<file path="src/hw/pmic_pkg.sv">
// pmic_pkg: register map, field positions, reset values and carriers
// for the interrupt mask bank; shared by the bank and its flag cells.
package pmic_pkg;

  // ------------------------------------------------------------
  // register offsets
  // ------------------------------------------------------------
  localparam logic [7:0] PMIC_SYS_FLAG_ADDR = 8'h1a;
  localparam logic [7:0] PMIC_RST_FLAG_ADDR = 8'h1b;
  localparam logic [7:0] PMIC_CONV_FLAG_ADDR = 8'h1c;
  localparam logic [7:0] PMIC_TOP_STATE_ADDR = 8'h1d;
  localparam logic [7:0] PMIC_CONV_STATE_ADDR = 8'h1e;
  localparam logic [7:0] PMIC_SYS_MASK_ADDR = 8'h20;
  localparam logic [7:0] PMIC_RST_MASK_ADDR = 8'h21;
  localparam logic [7:0] PMIC_CONV_MASK_ADDR = 8'h22;

  // ------------------------------------------------------------
  // field positions (system registers)
  // ------------------------------------------------------------
  localparam int PMIC_POWER_GOOD_BIT = 7;
  localparam int PMIC_SYNC_CLK_BIT = 4;
  localparam int PMIC_THERMAL_BIT = 2;
  localparam int PMIC_MEASURE_BIT = 0;
  localparam int PMIC_RESET_EVENT_BIT = 0;

  // ------------------------------------------------------------
  // field positions (converter registers)
  // ------------------------------------------------------------
  localparam int PMIC_CONV1_INVALID_BIT = 7;
  localparam int PMIC_CONV1_VALID_BIT = 6;
  localparam int PMIC_CONV1_PG_BIT = 6;
  localparam int PMIC_CONV1_ILIM_BIT = 4;
  localparam int PMIC_CONV0_INVALID_BIT = 3;
  localparam int PMIC_CONV0_VALID_BIT = 2;
  localparam int PMIC_CONV0_PG_BIT = 2;
  localparam int PMIC_CONV0_ILIM_BIT = 0;

  // ------------------------------------------------------------
  // reset values and writable bits
  // ------------------------------------------------------------
  localparam logic [7:0] PMIC_SYS_MASK_RESET = 8'h91;
  localparam logic [7:0] PMIC_RST_MASK_RESET = 8'h01;
  localparam logic [7:0] PMIC_CONV_MASK_RESET = 8'hdd;
  localparam logic [7:0] PMIC_CONV_MASK_WRITABLE = 8'hdd;
  localparam int PMIC_FLAG_WIDTH = 24;

  // ------------------------------------------------------------
  // carriers
  // ------------------------------------------------------------
  typedef struct packed {
    logic wr;
    logic rd;
    logic [7:0] addr;
    logic [7:0] wdata;
  } pmic_reg_req_t;

  typedef struct packed {
    logic power_good_pin_state;
    logic sync_clk_invalid_state;
    logic thermal_warning_state;
    logic current_measure_done;
    logic register_reset_done;
    logic conv0_output_validity_state;
    logic conv0_current_limit_state;
    logic conv1_output_validity_state;
    logic conv1_current_limit_state;
  } pmic_src_t;

endpackage

</file>
<file path="src/hw/pmic_interrupt_mask_bank.sv">
// pmic_interrupt_mask_bank: mask registers, latched event flags and raw
// status views of the power-management device's system and converter events.
// assumes an upstream serial-interface engine issuing byte reads/writes,
// and event sources already synchronous to clk.
`timescale 1ns/1ps
module pmic_interrupt_mask_bank (
  // clock and reset
  input wire logic clk,
  input wire logic rst_n,
  // register access from the serial interface engine
  input wire pmic_pkg::pmic_reg_req_t reg_req,
  output logic [7:0] reg_rdata,
  output logic reg_rvalid,
  // one-time-programmable default for the reset-event mask
  input wire logic otp_reset_event_suppress,
  // event sources
  input wire pmic_pkg::pmic_src_t src,
  // mask and flag views for the device
  output logic [7:0] system_irq_mask,
  output logic [7:0] reset_event_irq_mask,
  output logic [7:0] converter_irq_mask,
  output logic [pmic_pkg::PMIC_FLAG_WIDTH-1:0] event_flags
);
  import pmic_pkg::*;

  typedef struct packed {
    logic [7:0] sys_mask;
    logic [7:0] rst_mask;
    logic [7:0] conv_mask;
    logic otp_loaded;
    pmic_src_t prev;
    logic [7:0] rdata;
    logic rvalid;
  } pmic_bank_state_t;

  pmic_bank_state_t state;
  pmic_bank_state_t next_state;
  logic [PMIC_FLAG_WIDTH-1:0] flag_set;
  logic [PMIC_FLAG_WIDTH-1:0] flag_clear;
  logic [PMIC_FLAG_WIDTH-1:0] flags;
  logic [7:0] top_state;
  logic [7:0] conv_state;
  logic power_good_irq_suppress;
  logic sync_clk_irq_suppress;
  logic thermal_warning_irq_suppress;
  logic current_measure_done_irq_suppress;
  logic reset_event_irq_suppress;
  logic conv1_output_invalid_suppress;
  logic conv1_output_valid_suppress;
  logic conv1_current_limit_suppress;
  logic conv0_output_invalid_suppress;
  logic conv0_output_valid_suppress;
  logic conv0_current_limit_suppress;

  // ------------------------------------------------------------
  // mask fields
  // ------------------------------------------------------------
  assign power_good_irq_suppress = state.sys_mask[PMIC_POWER_GOOD_BIT];
  assign sync_clk_irq_suppress = state.sys_mask[PMIC_SYNC_CLK_BIT];
  assign thermal_warning_irq_suppress = state.sys_mask[PMIC_THERMAL_BIT];
  assign current_measure_done_irq_suppress = state.sys_mask[PMIC_MEASURE_BIT];
  assign reset_event_irq_suppress = state.rst_mask[PMIC_RESET_EVENT_BIT];
  assign conv1_output_invalid_suppress = state.conv_mask[PMIC_CONV1_INVALID_BIT];
  assign conv1_output_valid_suppress = state.conv_mask[PMIC_CONV1_VALID_BIT];
  assign conv1_current_limit_suppress = state.conv_mask[PMIC_CONV1_ILIM_BIT];
  assign conv0_output_invalid_suppress = state.conv_mask[PMIC_CONV0_INVALID_BIT];
  assign conv0_output_valid_suppress = state.conv_mask[PMIC_CONV0_VALID_BIT];
  assign conv0_current_limit_suppress = state.conv_mask[PMIC_CONV0_ILIM_BIT];

  // ------------------------------------------------------------
  // raw status: live inputs, never touched by masks
  // ------------------------------------------------------------
  always_comb begin
    top_state = 8'h00;
    top_state[PMIC_POWER_GOOD_BIT] = src.power_good_pin_state;
    top_state[PMIC_SYNC_CLK_BIT] = src.sync_clk_invalid_state;
    top_state[PMIC_THERMAL_BIT] = src.thermal_warning_state;
    conv_state = 8'h00;
    conv_state[PMIC_CONV1_PG_BIT] = src.conv1_output_validity_state;
    conv_state[PMIC_CONV1_ILIM_BIT] = src.conv1_current_limit_state;
    conv_state[PMIC_CONV0_PG_BIT] = src.conv0_output_validity_state;
    conv_state[PMIC_CONV0_ILIM_BIT] = src.conv0_current_limit_state;
  end

  // ------------------------------------------------------------
  // event gating: a suppressed event never reaches its flag
  // ------------------------------------------------------------
  always_comb begin
    flag_set = '0;
    // power-good and sync-clock raise an event on any change, thermal and current limit only on a rise; validity state 1 = invalid
    flag_set[PMIC_POWER_GOOD_BIT] = ~power_good_irq_suppress
      & (src.power_good_pin_state ^ state.prev.power_good_pin_state);
    flag_set[PMIC_SYNC_CLK_BIT] = ~sync_clk_irq_suppress
      & (src.sync_clk_invalid_state ^ state.prev.sync_clk_invalid_state);
    flag_set[PMIC_THERMAL_BIT] = ~thermal_warning_irq_suppress
      & src.thermal_warning_state & ~state.prev.thermal_warning_state;
    flag_set[PMIC_MEASURE_BIT] = ~current_measure_done_irq_suppress
      & src.current_measure_done;
    flag_set[8 + PMIC_RESET_EVENT_BIT] = ~reset_event_irq_suppress
      & src.register_reset_done;
    flag_set[16 + PMIC_CONV1_PG_BIT] =
      (~conv1_output_invalid_suppress & src.conv1_output_validity_state
        & ~state.prev.conv1_output_validity_state)
      | (~conv1_output_valid_suppress & ~src.conv1_output_validity_state
        & state.prev.conv1_output_validity_state);
    flag_set[16 + PMIC_CONV1_ILIM_BIT] = ~conv1_current_limit_suppress
      & src.conv1_current_limit_state & ~state.prev.conv1_current_limit_state;
    flag_set[16 + PMIC_CONV0_PG_BIT] =
      (~conv0_output_invalid_suppress & src.conv0_output_validity_state
        & ~state.prev.conv0_output_validity_state)
      | (~conv0_output_valid_suppress & ~src.conv0_output_validity_state
        & state.prev.conv0_output_validity_state);
    flag_set[16 + PMIC_CONV0_ILIM_BIT] = ~conv0_current_limit_suppress
      & src.conv0_current_limit_state & ~state.prev.conv0_current_limit_state;
  end

  // ------------------------------------------------------------
  // write-one-to-clear strobes
  // ------------------------------------------------------------
  always_comb begin
    flag_clear = '0;
    if (reg_req.wr) begin
      case (reg_req.addr)
        PMIC_SYS_FLAG_ADDR: flag_clear[7:0] = reg_req.wdata;
        PMIC_RST_FLAG_ADDR: flag_clear[15:8] = reg_req.wdata;
        PMIC_CONV_FLAG_ADDR: flag_clear[23:16] = reg_req.wdata;
        default: flag_clear = '0;
      endcase
    end
  end

  pmic_flag_cells #(
    .WIDTH(PMIC_FLAG_WIDTH)
  ) u_flags (
    .clk(clk),
    .rst_n(rst_n),
    .set(flag_set),
    .clear(flag_clear),
    .flags(flags)
  );

  // ------------------------------------------------------------
  // register file
  // ------------------------------------------------------------
  always_comb begin
    next_state = state;
    next_state.prev = src;
    next_state.rvalid = reg_req.rd;
    if (reg_req.wr) begin
      case (reg_req.addr)
        PMIC_SYS_MASK_ADDR: next_state.sys_mask = reg_req.wdata;
        PMIC_RST_MASK_ADDR: next_state.rst_mask = reg_req.wdata;
        PMIC_CONV_MASK_ADDR: next_state.conv_mask = reg_req.wdata
          & PMIC_CONV_MASK_WRITABLE;
        default: next_state.sys_mask = state.sys_mask;
      endcase
    end
    // the strap cannot be taken under async reset, so it is loaded at the
    // first edge after release; a host write only lasts until next reset
    if (!state.otp_loaded) begin
      next_state.otp_loaded = 1'b1;
      next_state.rst_mask[PMIC_RESET_EVENT_BIT] = otp_reset_event_suppress;
    end
    if (reg_req.rd) begin
      case (reg_req.addr)
        PMIC_SYS_FLAG_ADDR: next_state.rdata = flags[7:0];
        PMIC_RST_FLAG_ADDR: next_state.rdata = flags[15:8];
        PMIC_CONV_FLAG_ADDR: next_state.rdata = flags[23:16];
        PMIC_TOP_STATE_ADDR: next_state.rdata = top_state;
        PMIC_CONV_STATE_ADDR: next_state.rdata = conv_state;
        PMIC_SYS_MASK_ADDR: next_state.rdata = state.sys_mask;
        PMIC_RST_MASK_ADDR: next_state.rdata = state.rst_mask;
        PMIC_CONV_MASK_ADDR: next_state.rdata = state.conv_mask;
        default: next_state.rdata = 8'h00;
      endcase
    end
  end

  always_ff @(posedge clk or negedge rst_n) begin
    if (!rst_n) begin
      state.sys_mask <= PMIC_SYS_MASK_RESET;
      state.rst_mask <= PMIC_RST_MASK_RESET;
      state.conv_mask <= PMIC_CONV_MASK_RESET;
      state.otp_loaded <= 1'b0;
      state.prev <= '0;
      state.rdata <= 8'h00;
      state.rvalid <= 1'b0;
    end else begin
      state <= next_state;
    end
  end

  assign reg_rdata = state.rdata;
  assign reg_rvalid = state.rvalid;
  assign system_irq_mask = state.sys_mask;
  assign reset_event_irq_mask = state.rst_mask;
  assign converter_irq_mask = state.conv_mask;
  assign event_flags = flags;

endmodule

</file>
<file path="src/hw/pmic_flag_cells.sv">
// pmic_flag_cells: a row of latched event flags, write-one-to-clear.
// assumes set and clear are single-cycle pulses in the clk domain.
`timescale 1ns/1ps
module pmic_flag_cells #(
  parameter int WIDTH = 24
) (
  // clock and reset
  input wire logic clk,
  input wire logic rst_n,
  // events and clears
  input wire logic [WIDTH-1:0] set,
  input wire logic [WIDTH-1:0] clear,
  // flags
  output logic [WIDTH-1:0] flags
);
  import pmic_pkg::*;

  typedef struct packed {
    logic [WIDTH-1:0] flags;
  } pmic_cell_state_t;

  pmic_cell_state_t state;
  pmic_cell_state_t next_state;

  // ------------------------------------------------------------
  // per-bit latch: a set in the clearing cycle is kept
  // ------------------------------------------------------------
  always_comb begin
    next_state = state;
    for (int i = 0; i < WIDTH; i++) begin
      next_state.flags[i] = set[i] | (state.flags[i] & ~clear[i]);
    end
  end

  always_ff @(posedge clk or negedge rst_n) begin
    if (!rst_n) begin
      state <= '0;
    end else begin
      state <= next_state;
    end
  end

  assign flags = state.flags;

endmodule

</file>
<file path="config.mk">
export PLATFORM = sky130hd
export DESIGN_NAME = pmic_interrupt_mask_bank
export DESIGN_NICKNAME = d
export VERILOG_FILES = /design/src/hw/pmic_pkg.sv /design/src/hw/pmic_interrupt_mask_bank.sv /design/src/hw/pmic_flag_cells.sv
export SDC_FILE = /design/constraint.sdc
export NUM_CORES = 1
export LEC_CHECK = 0
export CORE_MARGIN = 3
export CORE_UTILIZATION = 30
export CTS_BUF_LIST = sky130_fd_sc_hd__clkbuf_16
export DETAILED_ROUTE_END_ITERATION = 10
export DONT_BUFFER_PORTS = 1
export SYNTH_ARGS = -nofsm -noshare
export SYNTH_HDL_FRONTEND = slang
export SYNTH_HIERARCHICAL = 1
export SYNTH_SLANG_ARGS = --single-unit
</file>
<file path="constraint.sdc">
create_clock -name clk -period 1.2 [get_ports clk]
set_clock_uncertainty 0.15 [all_clocks]
set_input_delay 0.12 -clock clk [delete_from_list [all_inputs] [get_ports clk]]
set_output_delay 0.12 -clock clk [all_outputs]
set_load 0.005 [all_outputs]
</file>
==> run summary, run 1 <==
deepest level of the CTS H-tree: 3
via count of the first global-routing pass: 2791
Critical Path Stages: 4
area growth from synthesis to layout: 37.2%
core utilization of the finished layout: 0.424
largest fanout on the critical path: 2
maximum number of pins on one net before global-route repair: 64
Yosys warning total: 6
count of flip-flops with a built-in enable after synthesis: 0
violated checks: hold timing, setup timing
Max IR drop VDD: 0.684 mV
layout cells sized above 1: 0.377
final-layout fill cell count: 1054
count of vias placed by the detailed router: 2684
antenna violations before repair: 0
source-to-sink clock delay at the later pin of the worst-skew pair: 330 ps
peak per-stage delay on the critical path: 380 ps
cell-by-cell trace of the critical path: and4b_1 > a311o_1 > a32oi_1 > o2bb2ai_1
Largest delay share family, worst path: compound AO/OA/AOI/OAI gates
GRT overflow: 0
# IOs: 87
reg2reg path depth: 4
initial cell density of the core: 0.309
post-cts hold buffer count: 18
initial drt markers: 109
most frequent cells in the layout: buf_4, dfrtp_1, nor2_1, inv_1, a21o_1
combined buffer and inverter count along the critical path: 0
x dimension of the die: 112 µm
sequential share of the synthesized area: 0.471
core footprint: 0.0109 mm²
power density over cell area: 1180 mW/mm²
sum of net half-perimeters after detailed placement: 7.43 mm
signal arrival time at the worst endpoint: 1430 ps
hold crit path type: input port to async pin
Syn Std Cell Area: 0.00338 mm²
drt wl/cell: 18.9 µm
final period utilization: 1.15
worst setup path startpoint: u_flags/flags[9]
final setup margin: -177 ps
vertical die dimension: 112 µm
Pins Over Slew Limit: 0
WS Path Type: flip-flop to flip-flop
setup slack of the most critical reg-to-reg path: -180 ps
Max Cap Violations: 0
minimum period implied by the final worst setup slack: 1380 ps
most frequent standard cell in the layout excluding fill and tap cells: buf_4
detail-routed via count per cell: 4.90
Unique masters post-synth: 52
antenna diode count: 0
Synth Instances: 324
termination of the worst setup path: reg_rdata[1]
Total GRT Usage: 0.166
count of final setup violators: 34
setup repair after global routing missed its margin: yes
number of port buffers: 0
capture point of the worst reg-to-reg path: reg_rdata[1]
sort of element at the start of the critical path: flip-flop
beginning of the worst register-to-register path: u_flags/flags[9]
synthesized area divided by synthesized cell count: 10.4 µm²
number of hold violations in the final report: 101
type of element capturing the critical path: flip-flop
async set-or-reset flop fraction in the synthesized netlist: 1.00
worst slack on hold paths: -665 ps
number of synthesized register bits: 63
Static Leak: 0.00199 µW
count of unresolved DRC violations after routing: 0
largest buffer count on any clock path: 2
area taken by multi-input logic gates: 0.00166 mm²
number of nets with antenna violations after routing: 0
number of optimization iterations in the first detailed-route pass: 4
required time at the endpoint of the critical path: 1250 ps
CTS Sinks: 63
leading register cell type out of synthesis: dfrtp_1
first-pass GRT wire length: 16.1 mm
Core Rows: 38
status: finished with violations
Max Fclk: 726 MHz
CTS tree: built
WL final: 10.4 mm
Root Driver: clkbuf_16
cell with the biggest individual delay on the critical path: dfrtp_1
clock edge transition at the registers on the reported setup and hold paths: 60 ps
GP Congestion: 0.850
Reg area: 0.00159 mm²
die area: 0.0126 mm²
number of nets in the final layout: 433
CTS buffer count: 9
[Yosys cell counts, drive strengths merged (4+ instances only)]
master,instances,area share
clkbuf,6,0.0067
a22o,4,0.010
and3,6,0.011
buf,35,0.075
o2bb2ai,8,0.021
nor2b,5,0.0093
a21o,24,0.053
nand2,13,0.014
o21ai,4,0.0059
mux2i,8,0.024
inv,28,0.031
nand3b,5,0.011
mux2,25,0.083
nand3,6,0.014
nor2,36,0.045
dfstp,10,0.078
dfrtp,53,0.39
[worst min path at each step]
stage / slack, ps / to / from / depth (start not counted)
final: -660 / reg_rvalid / rst_n / 0
after global routing: -670 / u_flags/flags[19] / rst_n / 0
after CTS: -670 / u_flags/flags[9] / rst_n / 0
after detailed placement: -320 / u_flags/flags[7] / rst_n / 0
after global placement: -320 / state[17] / rst_n / 0
after floorplan: -330 / reg_rdata[0] / rst_n / 0
[report_power, final]
part | switching (µW) | internal [µW]
Clock | 965 | 1800
Combinational | 208 | 258
Sequential | 37.4 | 2190
[per-stage QoR]
step	setup slack, ps	power, µW	setup TNS, ps	cell area [µm²]	instances
6_report	-177	5460	-3010	4630	548
4_1_cts	-190	5470	-2710	4560	547
3_5_place_dp	-463	2620	-16740	3930	509
2_1_floorplan	-393	2550	-11760	3520	340
5_1_grt	-247	5620	-4410	4630	548
3_3_place_gp	-439	2610	-16100	3930	509
[state kept, by name (all words and copies together), names as in the netlist]
| name | flops |
|---|---|
| u_flags/flags | 24 |
| system_irq_mask | 8 |
| converter_irq_mask | 6 |
| reset_event_irq_mask | 8 |
| reg_rdata | 8 |
| state | 8 |
| reg_rvalid | 1 |
[final cells by class]
cell class | instances | area share
Clock buffer | 9 | 0.0486
Clock inverter | 7 | 0.0189
Inverter | 28 | 0.0227
Multi-Input combinational cell | 208 | 0.359
Sequential cell | 63 | 0.343
Tap cell | 140 | 0.0378
Timing Repair Buffer | 93 | 0.170
[per-layer routing]
metal | track usage | share of wire
met3 | 0.0582 | 0.098
met2 | 0.256 | 0.46
met1 | 0.219 | 0.43
met4 | 0.0553 | 0.014
met5 | 0 | 0
[timing repair]
item,CTS,global route
setup endpoints to repair,34,47
pin swaps,18,12
endpoints found under the hold margin,125,90
buffers inserted,4,1
gates resized for setup,28,13
[logic make-up after synthesis]
kind of cell | count (synthesis) | share of synthesized area
compound gates | 63 | 0.146
mux | 33 | 0.107
buf+inv | 69 | 0.113
flops | 63 | 0.471
other cells | 2 | 0.00222
xor+xnor | 2 | 0.00519
simple gates | 92 | 0.156
(Power assumes the default switching activity.)
==> inputs of run 2 (changes only) <==
- BUFFER_PORTS_ARGS: default -> -buffer_cell sky130_fd_sc_hd__buf_2
- DONT_BUFFER_PORTS: 1 -> default
- MAX_ROUTING_LAYER: default -> met4
==> run summary, run 2 (same netlist as run 1, synthesis figures left out) <==
source-to-sink clock delay at the later pin of the worst-skew pair: 330 ps (about the same)
WL final: 11.3 mm (+8.9%)
worst slack on hold paths: 33.2 ps (+698 ps)
sum of net half-perimeters after detailed placement: 7.75 mm (+4.3%)
count of unresolved DRC violations after routing: 0 (unchanged)
signal arrival time at the worst endpoint: 1500 ps (+70 ps)
final period utilization: 1.20 (+0.0529)
Static Leak: 0.00260 µW (+31%)
clock edge transition at the registers on the reported setup and hold paths: 50 ps (about the same)
CTS buffer count: 9 (unchanged)
hold crit path type: input port to flip-flop
Max IR drop VDD: 0.610 mV (-11%)
worst setup path startpoint: reg_req[12]
antenna diode count: 0 (unchanged)
post-route insts no fill: 665 (+21%)
required time at the endpoint of the critical path: 1260 ps (about the same)
first-pass GRT wire length: 18.0 mm (+12%)
number of nets with antenna violations after routing: 0 (unchanged)
vertical die dimension: 112 µm (unchanged)
CTS Sinks: 63 (unchanged)
number of hold violations in the final report: 0 (-100%)
Total GRT Usage: 0.187 (+0.0211)
initial drt markers: 181 (+66%)
fin area: 0.00576 mm² (+24%)
power density over cell area: 927 mW/mm² (-21%)
number of optimization iterations in the first detailed-route pass: 4 (unchanged)
peak per-stage delay on the critical path: 580 ps (+200 ps)
drt wl/cell: 17.0 µm (-10%)
WS Path Type: input port to flip-flop
Max Cap Violations: 0 (unchanged)
core footprint: 0.0109 mm² (unchanged)
Pins Over Slew Limit: 0 (unchanged)
Largest delay share family, worst path: simple AND/OR/NAND/NOR gates
# IOs: 87 (unchanged)
maximum number of pins on one net before global-route repair: 64 (unchanged)
initial cell density of the core: 0.309 (unchanged)
Root Driver: clkbuf_16
GRT overflow: 0 (unchanged)
placed instance count: 602 (+18%)
antenna violations before repair: 0 (unchanged)
layout cells sized above 1: 0.543 (+0.165)
reg2reg path depth: 4 (unchanged)
count of final setup violators: 89 (+160%)
CTS tree: built
cell with the biggest individual delay on the critical path: or4b_4
minimum period implied by the final worst setup slack: 1440 ps (+63.5 ps)
largest buffer count on any clock path: 2 (unchanged)
type of element capturing the critical path: flip-flop
GP Congestion: 0.867 (+2.0%)
sort of element at the start of the critical path: input port
final setup margin: -240 ps (-63.5 ps)
number of flip-flops in the largest register: 24 (unchanged)
termination of the worst setup path: system_irq_mask[5]
via count of the first global-routing pass: 3375 (+21%)
setup repair after global routing missed its margin: yes
number of port buffers: 84 (+84)
Area after DPL: 0.00443 mm² (+13%)
status: finished with violations
setup slack of the most critical reg-to-reg path: -200 ps (-20 ps)
cell-by-cell trace of the critical path: buf_6 > or4b_4 > nor2_8 > nand3_4 > mux2_4
final-layout fill cell count: 994 (-5.7%)
Reg area: 0.00159 mm² (unchanged)
count of vias placed by the detailed router: 3181 (+19%)
Max Fclk: 694 MHz (-4.4%)
combined buffer and inverter count along the critical path: 1 (+1)
largest fanout on the critical path: 8 (+6)
beginning of the worst register-to-register path: converter_irq_mask[7]
most frequent cells in the layout: buf_6, buf_4, dfrtp_1, buf_2, inv_1
x dimension of the die: 112 µm (unchanged)
most frequent standard cell in the layout excluding fill and tap cells: buf_6
Critical Path Stages: 5 (+1)
area taken by multi-input logic gates: 0.00176 mm² (+5.7%)
number of nets in the final layout: 550 (+27%)
violated checks: setup timing
Core Rows: 38 (unchanged)
deepest level of the CTS H-tree: 3 (unchanged)
Setup WS pre-CTS: -614 ps (-152 ps)
capture point of the worst reg-to-reg path: reg_rdata[7]
detail-routed via count per cell: 4.78 (-2.3%)
die area: 0.0126 mm² (unchanged)
area growth from synthesis to layout: 70.7%
## run 2: changes by cell type in the layout (fill, tap and decap cells not counted), moves of 3 or more
cell,before,now
nor2_2,4,13
nor2_1,29,14
buf_12,0,3
buf_6,12,84
nor2_4,2,8
buf_4,63,59
buf_2,0,43
## run 2: area by class of cell
class                           count  area share
Clock buffer                        9      0.0391
Clock inverter                      7     0.00586
Multi-Input combinational cell    208       0.305
Sequential cell                    63       0.276
Tap cell                          140      0.0304
Timing Repair Buffer              210       0.326
Inverter                           28      0.0182
## run 2: power by group
part,total [µW],switching (µW),internal (µW)
sequential,2240,40.0,2200
combinational,832,385,448
clock,2270,914,1360
total,5340,1340,4000
## run 2: stage by stage
stage	TNS (ps)	total power (µW)	util
floorplan	-11760	2550	-
global placement	-24990	2850	0.405
detailed placement	-25620	2850	0.405
CTS	-8250	5350	0.510
global route	-12800	5560	0.527
finish	-9370	5340	0.527
## run 2: worst min path at each step
stage            from               end  slack (ps)  cells after the start
3_5_place_dp    rst_n         state[17]          20                      2
3_3_place_gp    rst_n         state[17]          10                      2
2_1_floorplan   rst_n      reg_rdata[0]        -330                      0
5_1_grt        src[8]  u_flags/flags[7]          70                      4
4_1_cts        src[8]  u_flags/flags[7]          20                      4
6_report       src[7]  u_flags/flags[4]          30                      4
## run 2: worst min-delay path, cell delays in order
cell	delay, ps
buf_2	100
xnor2_1	80
nor2_1	80
a21o_1	90
## run 2: per-layer routing
layer  vias to the layer above  track usage  part of all wire
met3                        14       0.0442             0.053
met4                         0       0.0441             0.012
met1                      1579        0.240              0.45
li1                       1491            -                 -
met5                         -            -                 0
met2                        97        0.301              0.49
## run 2: timing repair
action                                 in CTS  in global routing
resized for setup                         111                 41
hold buffers                               20                  0
pin swaps                                  39                 21
endpoints found under the hold margin      95                  0
setup endpoints to repair                  94                 92
buffers inserted                           24                  8
==> inputs of run 3 (changes only) <==
- CTS_BUF_LIST: sky130_fd_sc_hd__clkbuf_16 -> sky130_fd_sc_hd__clkbuf_8 sky130_fd_sc_hd__clkbuf_16
==> run summary, run 3 (same netlist as run 1, synthesis figures left out) <==
final period utilization: 1.20 (about the same)
area growth from synthesis to layout: 71.0%
drt wl/cell: 17.0 µm (+0.25%)
Core Rows: 38 (unchanged)
signal arrival time at the worst endpoint: 1500 ps (about the same)
vertical die dimension: 112 µm (unchanged)
type of element capturing the critical path: flip-flop
Root Driver: clkbuf_16
number of nets in the final layout: 550 (unchanged)
count of final setup violators: 90 (+1.1%)
setup repair after global routing missed its margin: yes
CTS buffer count: 9 (unchanged)
status: finished with violations
layout cells sized above 1: 0.545 (+0.00190)
largest fanout on the critical path: 8 (unchanged)
initial cell density of the core: 0.309 (unchanged)
antenna violations before repair: 0 (unchanged)
count of vias placed by the detailed router: 3194 (+0.41%)
clock edge transition at the registers on the reported setup and hold paths: 60 ps (about the same)
die area: 0.0126 mm² (unchanged)
total power: 5420 µW (+1.4%)
Static Leak: 0.00261 µW (+0.22%)
most frequent cells in the layout: buf_6, buf_4, dfrtp_1, buf_2, inv_1
violated checks: setup timing
hold crit path type: input port to flip-flop
via count of the first global-routing pass: 3376 (+0.030%)
number of port buffers: 84 (unchanged)
GRT overflow: 0 (unchanged)
proportion of power drawn by flip-flops and latches: 0.413 (-0.006)
Net Sw Power: 1350 µW (+0.97%)
GP Congestion: 0.867 (unchanged)
Total GRT Usage: 0.187 (+0.000234)
x dimension of the die: 112 µm (unchanged)
number of hold violations in the final report: 0 (unchanged)
first-pass GRT wire length: 18.1 mm (+0.16%)
most frequent standard cell in the layout excluding fill and tap cells: buf_6
clock share of power: 0.434 (+0.008)
number of flip-flops in the largest register: 24 (unchanged)
initial drt markers: 179 (-1.1%)
minimum period implied by the final worst setup slack: 1440 ps (-0.0940 ps)
maximum number of pins on one net before global-route repair: 64 (unchanged)
detail-routed via count per cell: 4.80 (+0.41%)
internal power of the cells: 4070 µW (+1.6%)
sort of element at the start of the critical path: input port
CTS Sinks: 63 (unchanged)
Max Fclk: 694 MHz (about the same)
antenna diode count: 0 (unchanged)
CTS tree: built
post-route insts no fill: 665 (unchanged)
placed instance count: 602 (unchanged)
Max IR drop VDD: 0.606 mV (-0.64%)
Max Cap Violations: 0 (unchanged)
sum of net half-perimeters after detailed placement: 7.75 mm (unchanged)
final setup margin: -240 ps (+0.0940 ps)
WL final: 11.3 mm (+0.25%)
combinational cell fraction of total power: 0.154 (-0.002)
Pins Over Slew Limit: 0 (unchanged)
core footprint: 0.0109 mm² (unchanged)
deepest level of the CTS H-tree: 3 (unchanged)
# IOs: 87 (unchanged)
count of unresolved DRC violations after routing: 0 (unchanged)
WS Path Type: input port to flip-flop
power density over cell area: 938 mW/mm² (+1.3%)
number of optimization iterations in the first detailed-route pass: 4 (unchanged)
source-to-sink clock delay at the later pin of the worst-skew pair: 330 ps (about the same)
required time at the endpoint of the critical path: 1260 ps (about the same)
number of nets with antenna violations after routing: 0 (unchanged)
final-layout fill cell count: 994 (unchanged)
largest buffer count on any clock path: 2 (unchanged)
switching fraction of total power: 0.249 (-0.00117)
[run 3: cell types whose count changed in the layout (fill, tap and decap cells not counted), sizes merged]
cell and change:
clkinv -1, clkbuf +1
[run 3: path summary, 6_finish.rpt]
path | cells past startpoint | end | slack (ps) | start
setup / recovery | 5 | system_irq_mask[5] | -240 | reg_req[12]
hold / removal | 4 | u_flags/flags[7] | 30 | src[8]
setup reg to reg | 4 | reg_rdata[7] | -210 | converter_irq_mask[7]
hold reg to reg | 1 | reset_event_irq_mask[0] | 270 | state[18]
max in group asynchronous | 3 | reset_event_irq_mask[0] | 390 | rst_n
min in group asynchronous | 3 | u_flags/flags[7] | 190 | rst_n
[run 3: through the flow]
stage | utilization | setup TNS (ps) | cell area, µm² | hold slack [ps] | setup WS (ps)
2_1_floorplan | - | -11760 | 3520 | -326 | -393
3_3_place_gp | 0.405 | -24990 | 4430 | 13.2 | -555
3_5_place_dp | 0.405 | -25620 | 4430 | 16.9 | -614
4_1_cts | 0.511 | -8240 | 5590 | 18.5 | -229
5_1_grt | 0.528 | -12790 | 5770 | 67.3 | -258
6_report | 0.528 | -9370 | 5770 | 29.8 | -240
[run 3: layout make-up]
cell class | instances | area (µm²) | area share
clock buffer | 10 | 239 | 0.0414
clock inverter | 6 | 30.0 | 0.00520
inverter | 28 | 105 | 0.0182
multi-input combinational | 208 | 1760 | 0.304
sequential | 63 | 1590 | 0.275
tap | 140 | 175 | 0.0303
timing repair buffer | 210 | 1880 | 0.325
[run 3: power groups by stage]
| stage | clock network [µW] | registers [µW] | logic (µW) |
|---|---|---|---|
| 2_1_floorplan | 0 | 2260 | 285 |
| 5_1_grt | 2490 | 2240 | 898 |
| 3_3_place_gp | 0 | 2260 | 585 |
| 4_1_cts | 2390 | 2230 | 791 |
| 6_report | 2350 | 2240 | 833 |
| 3_5_place_dp | 0 | 2260 | 592 |
[run 3: what timing repair did]
action                     CTS  global route
hold endpoints to repair    95             0
setup endpoints to repair   94            92
setup buffers               24             8
resized for setup          111            41
gates cloned                 0             0
pin swaps                   39            21
hold buffers                20             0
[run 3: critical path, cell delays in order]
cell and delay (ps):
buf_6 90, or4b_4 580, nor2_8 150, nand3_4 190, mux2_4 360
[run 3: routing by layer]
layer / vias up / routed length, µm / track usage
li1: 1495 / - / -
met3: 15 / 663 / 0.0442
met4: 0 / 140 / 0.0441
met2: 103 / 5500 / 0.302
met1: 1581 / 5020 / 0.241
met5: - / 0 / -
